## src/shared/rcf_pkg.sv

```systemverilog
`default_nettype none
package rcf_pkg;
	// ************************************************************
	// Redundancy states and roles
	// ************************************************************
	typedef enum logic [2:0] {
		ST_INIT, ST_DISC, ST_AUTH, ST_SYNC, ST_ACTIVE, ST_PASSIVE, ST_STANDALONE, ST_FAULTED
	} rcf_state_t;
	typedef enum logic [1:0] {RL_STANDALONE, RL_ACTIVE, RL_PASSIVE} rcf_role_t;
	// ************************************************************
	// Register map
	// ************************************************************
	localparam int ADDR_W = 4;
	localparam logic [3:0] OFS_CTRL = 4'h0;
	localparam logic [3:0] OFS_CYCLE_EXT = 4'h4;
	localparam logic [3:0] OFS_STATUS = 4'h8;
	localparam int CTRL_REDUND_BIT = 0;
	localparam int CTRL_SWITCH_BIT = 1;
	localparam logic CTRL_REDUND_RST = 1'b1;
	localparam logic [15:0] CYCLE_EXT_RST = 16'h0000;
	localparam int STAT_STATE_LSB = 0;
	localparam int STAT_ROLE_LSB = 4;
	localparam int STAT_SLOT_BIT = 8;
	localparam int STAT_IO_BIT = 9;
	localparam int STAT_PROTO_BIT = 10;
	localparam logic [1:0] RESP_OKAY = 2'h0;
	localparam logic [1:0] RESP_SLVERR = 2'h2;
	// ************************************************************
	// Timing
	// ************************************************************
	localparam int CLK_KHZ = 125000;
	localparam int CYCLE_RED_MS = 10;
	localparam int CYCLE_SA_MS = 3;
	localparam int CYCLE_RED_CYC = CYCLE_RED_MS * CLK_KHZ;
	localparam int CYCLE_SA_CYC = CYCLE_SA_MS * CLK_KHZ;
	localparam int ACK_WAIT_CYC = 1000;
	localparam int CYC_W = 24;
endpackage
`default_nettype wire

```

## src/rtl/rcf_cycle_timer.sv

```systemverilog
`timescale 1ns/10ps
`default_nettype none
module rcf_cycle_timer #(
	parameter int unsigned RED_CYC = rcf_pkg::CYCLE_RED_CYC,
	parameter int unsigned SA_CYC = rcf_pkg::CYCLE_SA_CYC
) (
	input wire logic core_clk,
	input wire logic srst,
	input wire logic redundant,
	input wire logic [15:0] ext,
	output logic tick
);
	typedef struct packed {
		logic [rcf_pkg::CYC_W-1:0] cnt;
		logic tick;
	} rcf_tmr_t;
	rcf_tmr_t q, d;
	logic [rcf_pkg::CYC_W-1:0] limit;

	// Extension only lengthens the cycle, never below the minimum
	always_comb begin
		limit = (redundant ? rcf_pkg::CYC_W'(RED_CYC) : rcf_pkg::CYC_W'(SA_CYC))
			+ rcf_pkg::CYC_W'(ext) - rcf_pkg::CYC_W'(1);
		d = q;
		d.tick = 1'b0;
		if (q.cnt >= limit) begin
			d.cnt = '0;
			d.tick = 1'b1;
		end else begin
			d.cnt = q.cnt + rcf_pkg::CYC_W'(1);
		end
	end

	always_ff @(posedge core_clk) begin
		if (srst)
			q <= '0;
		else
			q <= d;
	end

	assign tick = q.tick;
endmodule // rcf_cycle_timer
`default_nettype wire

```

## src/rtl/rcf_auth_seq.sv

```systemverilog
`timescale 1ns/10ps
`default_nettype none
module rcf_auth_seq (
	input wire logic core_clk,
	input wire logic srst,
	input wire logic start,
	input wire logic auth_done,
	input wire logic auth_pass,
	output logic auth_req,
	output logic auth_stage,
	output logic done,
	output logic pass
);
	typedef enum logic [1:0] {AS_IDLE, AS_MAKER, AS_CUST} rcf_auth_st_t;
	typedef struct packed {
		rcf_auth_st_t st;
		logic done;
		logic pass;
	} rcf_auth_t;
	rcf_auth_t q, d;

	always_comb begin
		d = q;
		d.done = 1'b0;
		d.pass = 1'b0;
		unique case (q.st)
			AS_IDLE: begin
				if (start)
					d.st = AS_MAKER;
			end
			AS_MAKER: begin
				if (auth_done) begin
					// Customer stage only after maker stage passed
					if (auth_pass) begin
						d.st = AS_CUST;
					end else begin
						d.st = AS_IDLE;
						d.done = 1'b1;
					end
				end
			end
			AS_CUST: begin
				if (auth_done) begin
					d.st = AS_IDLE;
					d.done = 1'b1;
					d.pass = auth_pass;
				end
			end
		endcase
	end

	always_ff @(posedge core_clk) begin
		if (srst)
			q <= '{st: AS_IDLE, done: 1'b0, pass: 1'b0};
		else
			q <= d;
	end

	assign auth_req = (q.st != AS_IDLE);
	assign auth_stage = (q.st == AS_CUST);
	assign done = q.done;
	assign pass = q.pass;
endmodule // rcf_auth_seq
`default_nettype wire

```

## src/rtl/rcf_top.sv

```systemverilog
// Function
// - Standalone after reset until discovery and authentication
// - Initialization entered only by reset
// - Certificate or self-check failure means faulted
// - Discovery succeeds only on partner acknowledgment
// - Discovery exits: authenticate, standalone or faulted
// - Two-stage mutual authentication, maker then customer
// - Both stages pass gives active or passive
// - Equal qualification: slot two becomes active
// - Auth fail: running one standalone, other faulted
// - Auth fail at boot: slot two standalone
// - Active fault hands control to passive
// - Control cycle at least 10ms or 3ms
// - Failover completes within two control cycles
// - Passive disables protocol port, engineering stays
// - Passive never drives field I/O
// - Active drives I/O, else role switch
// - Passive exchanges status with active periodically
// - Passive only after active chosen and synchronized
// - Active sends data to passive each cycle
// - Non-redundant or partner faulted: standalone does control (on a partner fault the survivor stays or becomes active instead)
//
// Local design decisions: the address map and the AXI4-Lite interface to the registers.
`timescale 1ns/10ps
`default_nettype none
module rcf_top #(
	parameter int unsigned RED_CYC = rcf_pkg::CYCLE_RED_CYC,
	parameter int unsigned SA_CYC = rcf_pkg::CYCLE_SA_CYC,
	parameter int unsigned ACK_WAIT = rcf_pkg::ACK_WAIT_CYC
) (
	input wire logic core_clk,
	input wire logic srst,
	input wire logic [rcf_pkg::ADDR_W-1:0] s_axi_awaddr,
	input wire logic s_axi_awvalid,
	output logic s_axi_awready,
	input wire logic [31:0] s_axi_wdata,
	input wire logic [3:0] s_axi_wstrb,
	input wire logic s_axi_wvalid,
	output logic s_axi_wready,
	output logic [1:0] s_axi_bresp,
	output logic s_axi_bvalid,
	input wire logic s_axi_bready,
	input wire logic [rcf_pkg::ADDR_W-1:0] s_axi_araddr,
	input wire logic s_axi_arvalid,
	output logic s_axi_arready,
	output logic [31:0] s_axi_rdata,
	output logic [1:0] s_axi_rresp,
	output logic s_axi_rvalid,
	input wire logic s_axi_rready,
	input wire logic cert_ok,
	input wire logic startup_self_checks_done,
	input wire logic startup_self_checks_ok,
	input wire logic slot_two,
	input wire logic [3:0] qual_local,
	input wire logic [3:0] qual_partner,
	input wire logic local_fault,
	input wire logic app_ok,
	input wire logic link_up,
	input wire logic ack_rx,
	input wire logic partner_running,
	input wire logic partner_fault,
	input wire logic sync_done,
	input wire logic auth_done,
	input wire logic auth_pass,
	output logic disc_req,
	output logic auth_req,
	output logic auth_stage,
	output logic status_xchg,
	output logic data_xfer,
	output logic field_io_module_en,
	output logic proto_port_en,
	output logic eng_port_en,
	output logic cycle_tick,
	output logic [2:0] redund_state,
	output logic [1:0] role
);
	// ************************************************************
	// State
	// ************************************************************
	typedef struct packed {
		rcf_pkg::rcf_state_t st;
		logic [15:0] cnt;
		logic was_run;
		logic pf;
		logic auth_go;
		logic disc_req;
		logic status_xchg;
		logic data_xfer;
		logic io_en;
		logic proto_en;
		logic redund;
		logic sw;
		logic [15:0] ext;
		logic bvalid;
		logic [1:0] bresp;
		logic rvalid;
		logic [31:0] rdata;
		logic [1:0] rresp;
	} rcf_top_t;
	rcf_top_t q, d;

	localparam logic [15:0] ACK_LIM = 16'(ACK_WAIT);
	logic tick;
	logic a_done;
	logic a_pass;
	logic win;
	logic wr;
	logic rd;
	logic [31:0] status_word;

	// ************************************************************
	// Helpers
	// ************************************************************
	rcf_cycle_timer #(
		.RED_CYC(RED_CYC),
		.SA_CYC(SA_CYC)
	) u_timer (
		.core_clk(core_clk),
		.srst(srst),
		.redundant(q.st == rcf_pkg::ST_ACTIVE || q.st == rcf_pkg::ST_PASSIVE),
		.ext(q.ext),
		.tick(tick)
	);

	rcf_auth_seq u_auth (
		.core_clk(core_clk),
		.srst(srst),
		.start(q.auth_go),
		.auth_done(auth_done),
		.auth_pass(auth_pass),
		.auth_req(auth_req),
		.auth_stage(auth_stage),
		.done(a_done),
		.pass(a_pass)
	);

	// Higher qualification wins; ties go to slot two
	assign win = (qual_local > qual_partner) || (qual_local == qual_partner && slot_two);
	assign wr = s_axi_awvalid && s_axi_wvalid && !q.bvalid;
	assign rd = s_axi_arvalid && !q.rvalid;

	always_comb begin
		status_word = '0;
		status_word[rcf_pkg::STAT_STATE_LSB +: 3] = q.st;
		status_word[rcf_pkg::STAT_ROLE_LSB +: 2] = role;
		status_word[rcf_pkg::STAT_SLOT_BIT] = slot_two;
		status_word[rcf_pkg::STAT_IO_BIT] = q.io_en;
		status_word[rcf_pkg::STAT_PROTO_BIT] = q.proto_en;
	end

	// ************************************************************
	// Redundancy state machine
	// ************************************************************
	always_comb begin
		d = q;
		d.auth_go = 1'b0;
		d.disc_req = 1'b0;
		d.status_xchg = 1'b0;
		d.data_xfer = 1'b0;
		// Fault report held until a cycle boundary consumes it
		d.pf = tick ? partner_fault : (q.pf || partner_fault);
		unique case (q.st)
			rcf_pkg::ST_INIT: begin
				if (startup_self_checks_done)
					d.st = (startup_self_checks_ok && cert_ok) ?
						rcf_pkg::ST_DISC : rcf_pkg::ST_FAULTED;
				d.cnt = '0;
			end
			rcf_pkg::ST_DISC: begin
				if (!q.redund || !link_up) begin
					d.st = rcf_pkg::ST_STANDALONE;
				end else if (ack_rx) begin
					d.st = rcf_pkg::ST_AUTH;
					d.auth_go = 1'b1;
				end else if (q.cnt == ACK_LIM) begin
					d.st = rcf_pkg::ST_FAULTED;
				end else begin
					d.disc_req = (q.cnt == '0);
					d.cnt = q.cnt + 16'h0001;
				end
			end
			rcf_pkg::ST_AUTH: begin
				if (a_done) begin
					if (a_pass)
						d.st = win ? rcf_pkg::ST_ACTIVE : rcf_pkg::ST_SYNC;
					else if (q.was_run)
						d.st = rcf_pkg::ST_STANDALONE;
					else if (partner_running)
						d.st = rcf_pkg::ST_FAULTED;
					else
						d.st = slot_two ? rcf_pkg::ST_STANDALONE :
							rcf_pkg::ST_FAULTED;
				end
			end
			rcf_pkg::ST_SYNC: begin
				// Stays out of both running roles until synchronized
				if (!link_up)
					d.st = rcf_pkg::ST_FAULTED;
				else if (sync_done)
					d.st = rcf_pkg::ST_PASSIVE;
			end
			rcf_pkg::ST_ACTIVE: begin
				if (tick) begin
					d.data_xfer = 1'b1;
					d.status_xchg = 1'b1;
					if (!link_up)
						d.st = rcf_pkg::ST_STANDALONE;
					else if (local_fault)
						d.st = rcf_pkg::ST_FAULTED;
					else if ((!app_ok || q.sw) && !q.pf)
						d.st = rcf_pkg::ST_PASSIVE;
				end
			end
			rcf_pkg::ST_PASSIVE: begin
				if (tick) begin
					d.status_xchg = 1'b1;
					if (!link_up || local_fault)
						d.st = rcf_pkg::ST_FAULTED;
					else if (q.pf || q.sw)
						d.st = rcf_pkg::ST_ACTIVE;
				end
			end
			rcf_pkg::ST_STANDALONE: begin
				if (tick) begin
					if (local_fault) begin
						d.st = rcf_pkg::ST_FAULTED;
					end else if (link_up && q.redund) begin
						d.st = rcf_pkg::ST_DISC;
						d.was_run = 1'b1;
						d.cnt = '0;
					end
				end
			end
			rcf_pkg::ST_FAULTED: begin
				d.st = rcf_pkg::ST_FAULTED;
			end
		endcase
		if (tick)
			d.sw = 1'b0;
		// Port gating follows the next state, so it changes with the role
		d.io_en = (d.st == rcf_pkg::ST_ACTIVE || d.st == rcf_pkg::ST_STANDALONE);
		d.proto_en = (d.st != rcf_pkg::ST_PASSIVE);

		// ************************************************************
		// Register bus
		// ************************************************************
		if (q.bvalid && s_axi_bready)
			d.bvalid = 1'b0;
		if (wr) begin
			d.bvalid = 1'b1;
			d.bresp = rcf_pkg::RESP_OKAY;
			unique case (s_axi_awaddr)
				rcf_pkg::OFS_CTRL: begin
					if (s_axi_wstrb[0]) begin
						d.redund = s_axi_wdata[rcf_pkg::CTRL_REDUND_BIT];
						// A new request wins over the cycle-boundary clear
						d.sw = d.sw || s_axi_wdata[rcf_pkg::CTRL_SWITCH_BIT];
					end
				end
				rcf_pkg::OFS_CYCLE_EXT: begin
					if (s_axi_wstrb[0])
						d.ext[7:0] = s_axi_wdata[7:0];
					if (s_axi_wstrb[1])
						d.ext[15:8] = s_axi_wdata[15:8];
				end
				rcf_pkg::OFS_STATUS: begin
					d.bresp = rcf_pkg::RESP_OKAY;
				end
				default: begin
					d.bresp = rcf_pkg::RESP_SLVERR;
				end
			endcase
		end
		if (q.rvalid && s_axi_rready)
			d.rvalid = 1'b0;
		if (rd) begin
			d.rvalid = 1'b1;
			d.rresp = rcf_pkg::RESP_OKAY;
			d.rdata = '0;
			unique case (s_axi_araddr)
				rcf_pkg::OFS_CTRL: begin
					d.rdata[rcf_pkg::CTRL_REDUND_BIT] = q.redund;
					d.rdata[rcf_pkg::CTRL_SWITCH_BIT] = q.sw;
				end
				rcf_pkg::OFS_CYCLE_EXT: begin
					d.rdata[15:0] = q.ext;
				end
				rcf_pkg::OFS_STATUS: begin
					d.rdata = status_word;
				end
				default: begin
					d.rresp = rcf_pkg::RESP_SLVERR;
				end
			endcase
		end
	end

	// Reset is the only way into initialization
	always_ff @(posedge core_clk) begin
		if (srst) begin
			q <= '0;
			q.st <= rcf_pkg::ST_INIT;
			q.proto_en <= 1'b1;
			q.redund <= rcf_pkg::CTRL_REDUND_RST;
			q.ext <= rcf_pkg::CYCLE_EXT_RST;
		end else begin
			q <= d;
		end
	end

	// ************************************************************
	// Outputs
	// ************************************************************
	assign s_axi_awready = wr;
	assign s_axi_wready = wr;
	assign s_axi_bvalid = q.bvalid;
	assign s_axi_bresp = q.bresp;
	assign s_axi_arready = rd;
	assign s_axi_rvalid = q.rvalid;
	assign s_axi_rdata = q.rdata;
	assign s_axi_rresp = q.rresp;
	assign disc_req = q.disc_req;
	assign status_xchg = q.status_xchg;
	assign data_xfer = q.data_xfer;
	assign field_io_module_en = q.io_en;
	assign proto_port_en = q.proto_en;
	assign eng_port_en = 1'b1;
	assign cycle_tick = tick;
	assign redund_state = q.st;
	// Every state outside the two running roles reports standalone
	assign role = (q.st == rcf_pkg::ST_ACTIVE) ? rcf_pkg::RL_ACTIVE :
		(q.st == rcf_pkg::ST_PASSIVE) ? rcf_pkg::RL_PASSIVE : rcf_pkg::RL_STANDALONE;
endmodule // rcf_top
`default_nettype wire

```

## config.mk

```make
export PLATFORM = sky130hd
export DESIGN_NAME = rcf_top
export DESIGN_NICKNAME = d
export VERILOG_FILES = /design/src/shared/rcf_pkg.sv /design/src/rtl/rcf_cycle_timer.sv /design/src/rtl/rcf_auth_seq.sv /design/src/rtl/rcf_top.sv
export SDC_FILE = /design/constraint.sdc
export NUM_CORES = 1
export LEC_CHECK = 0
export BUFFER_PORTS_ARGS = -buffer_cell sky130_fd_sc_hd__buf_2
export CAP_MARGIN = 20
export CORE_ASPECT_RATIO = 0.7
export CORE_MARGIN = 8
export CORE_UTILIZATION = 60
export DETAILED_ROUTE_END_ITERATION = 10
export GPL_TIMING_DRIVEN = 0
export PLACE_DENSITY_LB_ADDON = 0.15
export SLEW_MARGIN = 10
export SYNTH_ARGS = -nofsm -noshare
export SYNTH_HDL_FRONTEND = slang
export SYNTH_HIERARCHICAL = 1
export SYNTH_SLANG_ARGS = --single-unit
export TNS_END_PERCENT = 1
```

## constraint.sdc

```tcl
create_clock -name core_clk -period 6.9 [get_ports core_clk]
set_input_delay 0.69 -clock core_clk [delete_from_list [all_inputs] [get_ports core_clk]]
set_output_delay 0.69 -clock core_clk [all_outputs]
set_load 0.05 [all_outputs]
```

**Word-level counts from Yosys, hierarchy flattened**

Cells that the tools add are included.

- Register bits: 96
- Input port bits: 72

- Add/subtract/negate cells: 4
- $lt $le $gt $ge: 2
- Equality and inequality tests: 27
- Muxes and demuxes: 59
- Bitwise logic cells: 5
- Reductions and logical operators: 46

Operators with widths:

| operator | count |
|---|---|
| $mux 16 | 4 |
| $mux 20 | 3 |
| $mux 3 | 19 |
| $pmux 16 s3 | 1 |
| $mux 35 | 1 |
| $pmux 14 s2 | 1 |
| $add 24x1->24 const B | 1 |
| $add 24x16->24 | 1 |
| $ge 24x24->1 | 1 |
| $pmux 3 s8 | 1 |
| $sub 24x1->24 const B | 1 |
| $mux 21 | 1 |
| $eq 3x3->1 const B | 6 |
| $mux 17 | 1 |
| $add 16x1->16 const B | 1 |
| $eq 16x10->1 const B | 1 |
| $logic_not 16->1 | 1 |
| $mux 8 | 2 |
| $ne 2x2->1 const B | 8 |
| $mux 2 | 7 |
| $mux 1 | 13 |
| $pmux 2 s3 | 2 |
| $reduce_and 3->1 | 4 |
| $reduce_or 3->1 | 4 |
| other kinds (25) | 58 |

**Logic depth before layout (Yosys ltp)**

Gate-level depths: netlist (run 1).

- Depth after elaboration: 10
- Gate-level depth with buffers: 18
- Mapped depth without buffers: 16

**Hierarchy**

Netlist (run 1), hierarchy kept.

By module, submodules not included:

| module | times used | cells each | area an instance (um2) |
|---|---|---|---|
| rcf_top | 1 | 400 | 3333.2 |
| rcf_cycle_timer | 1 | 275 | 2377.3 |
| rcf_auth_seq | 1 | 22 | 245.2 |

**Worst setup path after synthesis (run 1)**

Ideal clock, no wire load.

- Kind: register to register
- From: reg q, in the netlist redund_state[1]
- To: reg u_timer/q[10] (netlist name)
- Setup time: 0.073 ns
- Arrival: 3.892 ns
- Data required time: 6.827 ns
- Setup slack: 2.935 ns
- Cell stages (with the launch flop): 18
- Clock period less this slack: 3.965 ns
- Path through: dfxtp_1 -> clkbuf_1 -> nand2b_1 -> inv_1 -> inv_1 -> ha_1 -> ha_1 -> nand3_1 -> or2_1 -> o311ai_1 -> nor3_1 -> ha_1 -> a211oi_1 -> a21boi_1 -> a2111oi_4 -> o21ai_2 -> buf_6 -> nor3_2

- Cells in the longest elaborated chain, start to end: 7

Ends and longest elaborated chain:

| item | RTL line | text |
|---|---|---|
| start: declaration | rcf_top.sv:100 | `rcf_top_t q, d;` |
| $eq 3x3->1 | rcf_top.sv:120 | `.redundant(q.st == rcf_pkg::ST_ACTIVE \|\| q.st == rcf_pkg::ST_PASSIVE),` |
| $logic_or 1x1->1 * | rcf_top.sv:120 |  |
| $mux 21 * | rcf_cycle_timer.sv:22 | `limit = (redundant ? rcf_pkg::CYC_W'(RED_CYC) : rcf_pkg::CYC_W'(SA_CYC))` |
| $add 24x16->24 * | rcf_cycle_timer.sv:23 | `+ rcf_pkg::CYC_W'(ext) - rcf_pkg::CYC_W'(1);` |
| $sub 24x1->24 * | rcf_cycle_timer.sv:23 |  |
| $ge 24x24->1 * | rcf_cycle_timer.sv:26 | `if (q.cnt >= limit) begin` |
| $reduce_or 2->1 (no source line) * | -- |  |
| end signal: assignment | rcf_cycle_timer.sv:36 | `q <= '0;` |
| end signal: assignment | rcf_cycle_timer.sv:38 | `q <= d;` |
| end: declaration | rcf_cycle_timer.sv:17 | `rcf_tmr_t q, d;` |

Mark *: on every way between the ends. The rest lies on a longest branch, timed or not.
A chain may end at the register's enable or synchronous reset.

**Final worst setup path (run 1)**

- From: reg q, in the netlist redund_state[1]
- To: reg u_timer/q[6] (netlist name)

Same word-level chain as after synthesis.

==> results.cfg, run 1 <==
[timing]
holdWs_ns = 0.455
setup_viol = 0
slew_headroom_pct = 23.6
setup_tns_ns = 0
hold_viol = 0
fin_crit_ns = 5.06
worstMarginPinSlew_ns = 1.13
finalCritPeriodShare_pct = 73.3
timing.fmax_mhz = 198
rsz0062_at_grt = false
finalClockSkew_ns = 0.00660
setup_slack_ns = 1.84
slew_viol_final = 0

[setup_path]
rr_endpoint = u_timer/q[6]$_SDFF_PP0_
worstPathArrival_ns = 5.32
start_kind = register
r2r_slack_ns = 1.84
cp_data_required_time_ns = 7.17
reg2reg_depth = 17
critPathCaptureType = register
worstSetupPathType = reg2reg
cp-startpoint = redund_state[1]$_SDFF_PP0_
regToRegStartpoint = redund_state[1]$_SDFF_PP0_
path_max_fanout = 10

[power_and_ir_drop]
power.density_nw_per_um2 = 242
vdd_drop_max_mv = 0.227
design_power_total_mw = 1.68
total_leakage_power_nw = 2.98

[logic_synthesis]
ys_seq_area_share_pct = 31.6
synthCells = 697
ys_async_sr_fraction_pct = 0
ys_types = 76
synthFlopType = dfxtp_1
yosys_warnings = 6
synth-edff-count = 0
netlist_area_um2 = 5960
synth_seq_cells = 94
syn_area_per_cell_um2 = 8.54

[job]
drv_cap = 0

[finish]
nNetsFinal = 935
layout-drive-gt1-share_pct = 23.0
area_delta_synth_final_pct = 16.4
antenna_cells = 0

[floorplanning]
die-area_um2 = 13400
start_util_pct = 61.5
io_pins = 127
coreArea_um2 = 9680
rows = 30
die_height_um = 99.4
die_width_um = 135

[drt]
wl_per_cell_um = 16.4
num_vias = 5391
first_pass_iters = 5
viasPerCell = 5.69
wl_um = 15600
remaining_drc_errors = 0
ant_nets = 0
initialDrtViolationCount = 377

[clock_network]
cts_hold_buf = 0
clock-sinks = 94
cts_max_path_buffers = 2
cts_tree = done
h-tree-depth = 3
cts_root_buf = clkbuf_16
cts-buffers-inserted = 9
cts.clk_slew.worst_paths_ns = 0.07
insertion_delay_ns = 0.35
cts_resized = 0
post_cts_buffers = 0

[grt]
antenna_found_initial = 0
grt_pass1_vias = 5187
grt_pass1_wl_um = 25200
grt_max_degree = 18
grt.overflow.total = 0
grtUsageTotal_pct = 22.9

[outcome]
status = finished clean

[placement]
portBuffers = 89
gp_congestion = 0.921
dp_hpwl_um = 12400
preCtsSetupSlack_ns = 1.92

[min_path]
hold_class = reg2reg
hp-start = s_axi_rdata[3]$_SDFFE_PP0P_
min_to = s_axi_rdata[3]$_SDFFE_PP0P_
min_path_cells = 2
-- worst max-delay path: stages (launching register included) --
cell	delay, ns
dfxtp_1	0.46
clkbuf_1	0.41
nand2b_1	0.27
inv_1	0.17
inv_1	0.24
ha_1	0.28
ha_1	0.41
nand3_1	0.12
or2_1	0.30
o311ai_1	0.40
nor3_1	0.10
ha_1	0.33
a211oi_1	0.29
a21boi_1	0.15
a2111oi_4	0.47
o21ai_2	0.18
buf_6	0.20
nor3_2	0.18
-- how the worst max path moves through the flow --
stage	end	slack, ns
3_3_place_gp	u_timer/q[21]$_SDFF_PP0_	2.11
5_1_grt	u_timer/q[6]$_SDFF_PP0_	1.50
2_1_floorplan	u_timer/q[10]$_SDFF_PP0_	2.94
4_1_cts	u_timer/q[6]$_SDFF_PP0_	1.92
3_5_place_dp	u_timer/q[6]$_SDFF_PP0_	1.92
6_report	u_timer/q[6]$_SDFF_PP0_	1.84
-- metrics by stage --
stage / std cells / utilization [%] / cell area (um^2)
2_1_floorplan: 715 / - / 6020
3_3_place_gp: 932 / 68.4 / 6630
3_5_place_dp: 932 / 68.4 / 6630
4_1_cts: 948 / 71.6 / 6940
5_1_grt: 948 / 71.6 / 6940
6_report: 948 / 71.6 / 6940
-- power by group --
part	total (mW)	switching [mW]	internal, mW
combinational	0.570	0.388	0.182
sequential	0.593	0.0258	0.567
clock	0.514	0.228	0.286
-- Yosys cell counts (5+ instances only) --
library cell / n / area share (%)
dfxtp_1: 94 / 32
nand3_1: 28 / 2.4
clkbuf_1: 14 / 0.88
and3_1: 5 / 0.53
nor4_1: 8 / 0.84
xor2_1: 17 / 2.5
nand2b_1: 8 / 0.84
o21ai_0: 14 / 1.2
nand2_1: 44 / 2.8
a21oi_1: 37 / 3.1
nor3_2: 20 / 3.4
ha_1: 47 / 9.9
nor3b_1: 5 / 0.63
a221oi_1: 5 / 0.74
a31oi_1: 5 / 0.53
mux2i_1: 18 / 3.0
a211oi_1: 6 / 0.76
nand4_1: 14 / 1.5
buf_4: 41 / 5.2
xnor2_1: 30 / 4.4
nor3_1: 24 / 2.0
inv_1: 39 / 2.5
nor2b_1: 6 / 0.63
nor2_1: 78 / 4.9
-- layer usage --
metal	track usage, %	vias up	wire length [um]
met5	0	-	0
met4	4.93	0	206
met3	6.04	20	1280
met2	34.3	208	6640
met1	32.0	2527	7430
li1	-	2636	-
-- state kept, by name, indices dropped and copies added (netlist names) --
signal	cells
q	37
u_timer/q	24
s_axi_rdata	16
redund_state	3
u_auth/q	2
data_xfer	1
disc_req	1
field_io_module_en	1
proto_port_en	1
s_axi_bresp	1
s_axi_bvalid	1
s_axi_rresp	1
s_axi_rvalid	1
status_xchg	1
u_auth/done	1
u_auth/pass	1
u_timer/tick	1
-- area by class of cell --
cell class / count / area (um^2)
fillers: 803 / 2750
well taps: 128 / 160
clock buffers: 9 / 225
multi-input cells: 517 / 3560
plain buffers: 64 / 427
clock inverters: 7 / 81.3
repair buffers: 89 / 445
inverters: 40 / 150
flip-flops and latches: 94 / 1880
-- layout by cell type (no fill, tap or decap), types with 4 or more instances in the layout --
cell type   n
a2111oi_0   4
a211oi_1    6
a21oi_1    37
a221oi_1    5
a22oi_1     4
a31oi_1     5
and3_1      5
buf_2      91
buf_4      41
clkbuf_1   14
clkbuf_16   9
conb_1     21
dfxtp_1    94
ha_1       47
inv_1      39
mux2i_1    18
nand2_1    44
nand2b_1    8
nand3_1    28
nand4_1    14
nor2_1     78
nor2b_1     6
nor3_1     24
nor3_2     20
nor3b_1     5
nor4_1      8
nor4b_1     4
o21ai_0    14
xnor2_1    30
xor2_1     17
-- logic make-up after synthesis --
| family | synth area share [%] |
|---|---|
| simple gates | 25.5 |
| xor+xnor | 6.91 |
| fa+ha+maj | 10.2 |
| buf+inv | 9.68 |
| flops | 31.6 |
| mux | 3.03 |
| other cells | 0.189 |
| compound gates | 12.9 |
Note: power is estimated with default switching activity, not from simulation.
==> run 2, diff against run 1 <==
- CORE_UTILIZATION: 60 -> 56
- clock period: 6.9 -> 5.2 ns (I/O delays scaled with it)
==> results.cfg, run 2 (same netlist as run 1, synthesis figures left out) <==
[outcome]
status = finished clean

[min_path]
min_to = q[55]$_SDFFE_PP1P_
min_path_cells = 2
hp-start = s_axi_wdata[0]
hold_class = in2reg

[drt]
ant_nets = 0
initialDrtViolationCount = 361
wl_um = 15500
remaining_drc_errors = 0
first_pass_iters = 5
num_vias = 5392
wl_per_cell_um = 16.3
viasPerCell = 5.67

[clock_network]
post_cts_buffers = 0
insertion_delay_ns = 0.35
cts_tree = done
cts_resized = 0
h-tree-depth = 3
cts_root_buf = clkbuf_16
cts-buffers-inserted = 9
clock-sinks = 94
cts.clk_slew.worst_paths_ns = 0.07
cts_max_path_buffers = 2
cts_hold_buf = 0

[timing]
fin_crit_ns = 4.81
slew_viol_final = 0
rsz0062_at_grt = false
slew_headroom_pct = 25.0
timing.fmax_mhz = 208
worstMarginPinSlew_ns = 1.11
finalCritPeriodShare_pct = 92.5
setup_viol = 0
setup_tns_ns = 0
hold_viol = 0
finalClockSkew_ns = 0.00640

[power_and_ir_drop]
design_power_total_mw = 2.27
pwr-share-seq_pct = 34.9
p_clk_share_pct = 31.6
power.density_nw_per_um2 = 326
total_leakage_power_nw = 3.00
vdd_drop_max_mv = 0.248
p_switching_mw = 0.847
p_sw_share_pct = 37.4
internal-power_mw = 1.42
combinationalPowerShare_pct = 33.5

[finish]
post-route-util_pct = 67.2
area_delta_synth_final_pct = 16.8
layout-drive-gt1-share_pct = 23.1
antenna_cells = 0
nNetsFinal = 935
regMostFlops = q
final_cell_mix = 94 x dfxtp_1, 91 x buf_2, 78 x nor2_1
fillers = 868
final_common_cell = dfxtp_1
largest_register_ffs = 37

[placement]
gp_congestion = 0.894
portBuffers = 89
dp_hpwl_um = 12200

[floorplanning]
rows = 31
die-area_um2 = 14200
die_width_um = 139
die_height_um = 102
coreArea_um2 = 10400
io_pins = 127
start_util_pct = 57.5

[setup_path]
rr_endpoint = u_timer/q[6]$_SDFF_PP0_
regToRegStartpoint = redund_state[2]$_SDFF_PP0_
path_max_fanout = 10
worstSetupPathType = reg2reg
worstPathArrival_ns = 5.08
start_kind = register
r2r_slack_ns = 0.39
reg2reg_depth = 17
cp_data_required_time_ns = 5.47
critPathCaptureType = register

[grt]
grt_pass1_wl_um = 25300
grtUsageTotal_pct = 21.6
antenna_found_initial = 0
grt_max_degree = 17
grt_pass1_vias = 5245
grt.overflow.total = 0

[job]
drv_cap = 0
## run 2: changes by cell type in the layout (fill, tap and decap cells not counted)
cell        change
inv_6           -1
clkinvlp_4      -1
bufinv_16       +1
clkbuf_2        +1
clkbuf_1        -1
## run 2: per-stage QoR
step	hold WS (ns)	instances	worst slack [ns]	area (um^2)
final	0.395	951	0.388	6960
after global routing	0.391	951	0.0238	6960
after CTS	0.392	951	0.295	6950
after detailed placement	0.446	936	0.340	6630
after global placement	0.444	936	0.360	6630
after floorplan	0.432	715	1.24	6020
## run 2: cell type report
| class | count | area, um^2 | area share (%) |
|---|---|---|---|
| Inverter | 40 | 150 | 2.16 |
| Tap cell | 132 | 165 | 2.37 |
| Buffer | 64 | 428 | 6.15 |
| Timing Repair Buffer | 89 | 445 | 6.40 |
| Multi-Input combinational cell | 517 | 3560 | 51.3 |
| Sequential cell | 94 | 1880 | 27.1 |
| Clock buffer | 9 | 225 | 3.24 |
| Clock inverter | 6 | 95.1 | 1.37 |
## run 2: per-layer routing
| metal | GRT usage [%] | wire (um) | vias up |
|---|---|---|---|
| met1 | 28.9 | 7520 | 2508 |
| met2 | 34.1 | 6560 | 225 |
| li1 | - | - | 2639 |
| met3 | 5.74 | 1230 | 20 |
| met4 | 5.12 | 163 | 0 |
| met5 | 0 | 0 | - |
## run 2: critical path, stage by stage (launching register included)
cell       delay (ns)
dfxtp_1          0.35
clkbuf_1         0.38
nand2b_1         0.22
inv_1            0.25
inv_1            0.21
ha_1             0.33
ha_1             0.39
nand3_1          0.12
or2_1            0.29
o311ai_1         0.42
nor3_1           0.09
ha_1             0.32
a211oi_1         0.25
a21boi_1         0.13
a2111oi_4        0.44
o21ai_2          0.18
buf_6            0.19
nor3_2           0.15
## run 2: power by group through the flow
stage | Sequential (mW) | Clock [mW] | Combinational [mW]
after floorplan | 0.820 | 0 | 0.543
after global placement | 0.805 | 0 | 0.727
after detailed placement | 0.804 | 0 | 0.745
after CTS | 0.788 | 0.728 | 0.750
after global routing | 0.794 | 0.761 | 0.819
final | 0.790 | 0.717 | 0.759
## run 2: how the worst max path moves through the flow
| stage | startpoint | end | slack (ns) |
|---|---|---|---|
| 2_1_floorplan | redund_state[1]$_SDFF_PP0_ | u_timer/q[10]$_SDFF_PP0_ | 1.24 |
| 3_5_place_dp | redund_state[1]$_SDFF_PP0_ | u_timer/q[6]$_SDFF_PP0_ | 0.34 |
| 6_report | redund_state[2]$_SDFF_PP0_ | u_timer/q[6]$_SDFF_PP0_ | 0.39 |
| 5_1_grt | redund_state[2]$_SDFF_PP0_ | u_timer/q[6]$_SDFF_PP0_ | 0.02 |
| 4_1_cts | redund_state[1]$_SDFF_PP0_ | u_timer/q[6]$_SDFF_PP0_ | 0.29 |
| 3_3_place_gp | redund_state[1]$_SDFF_PP0_ | u_timer/q[5]$_SDFF_PP0_ | 0.36 |
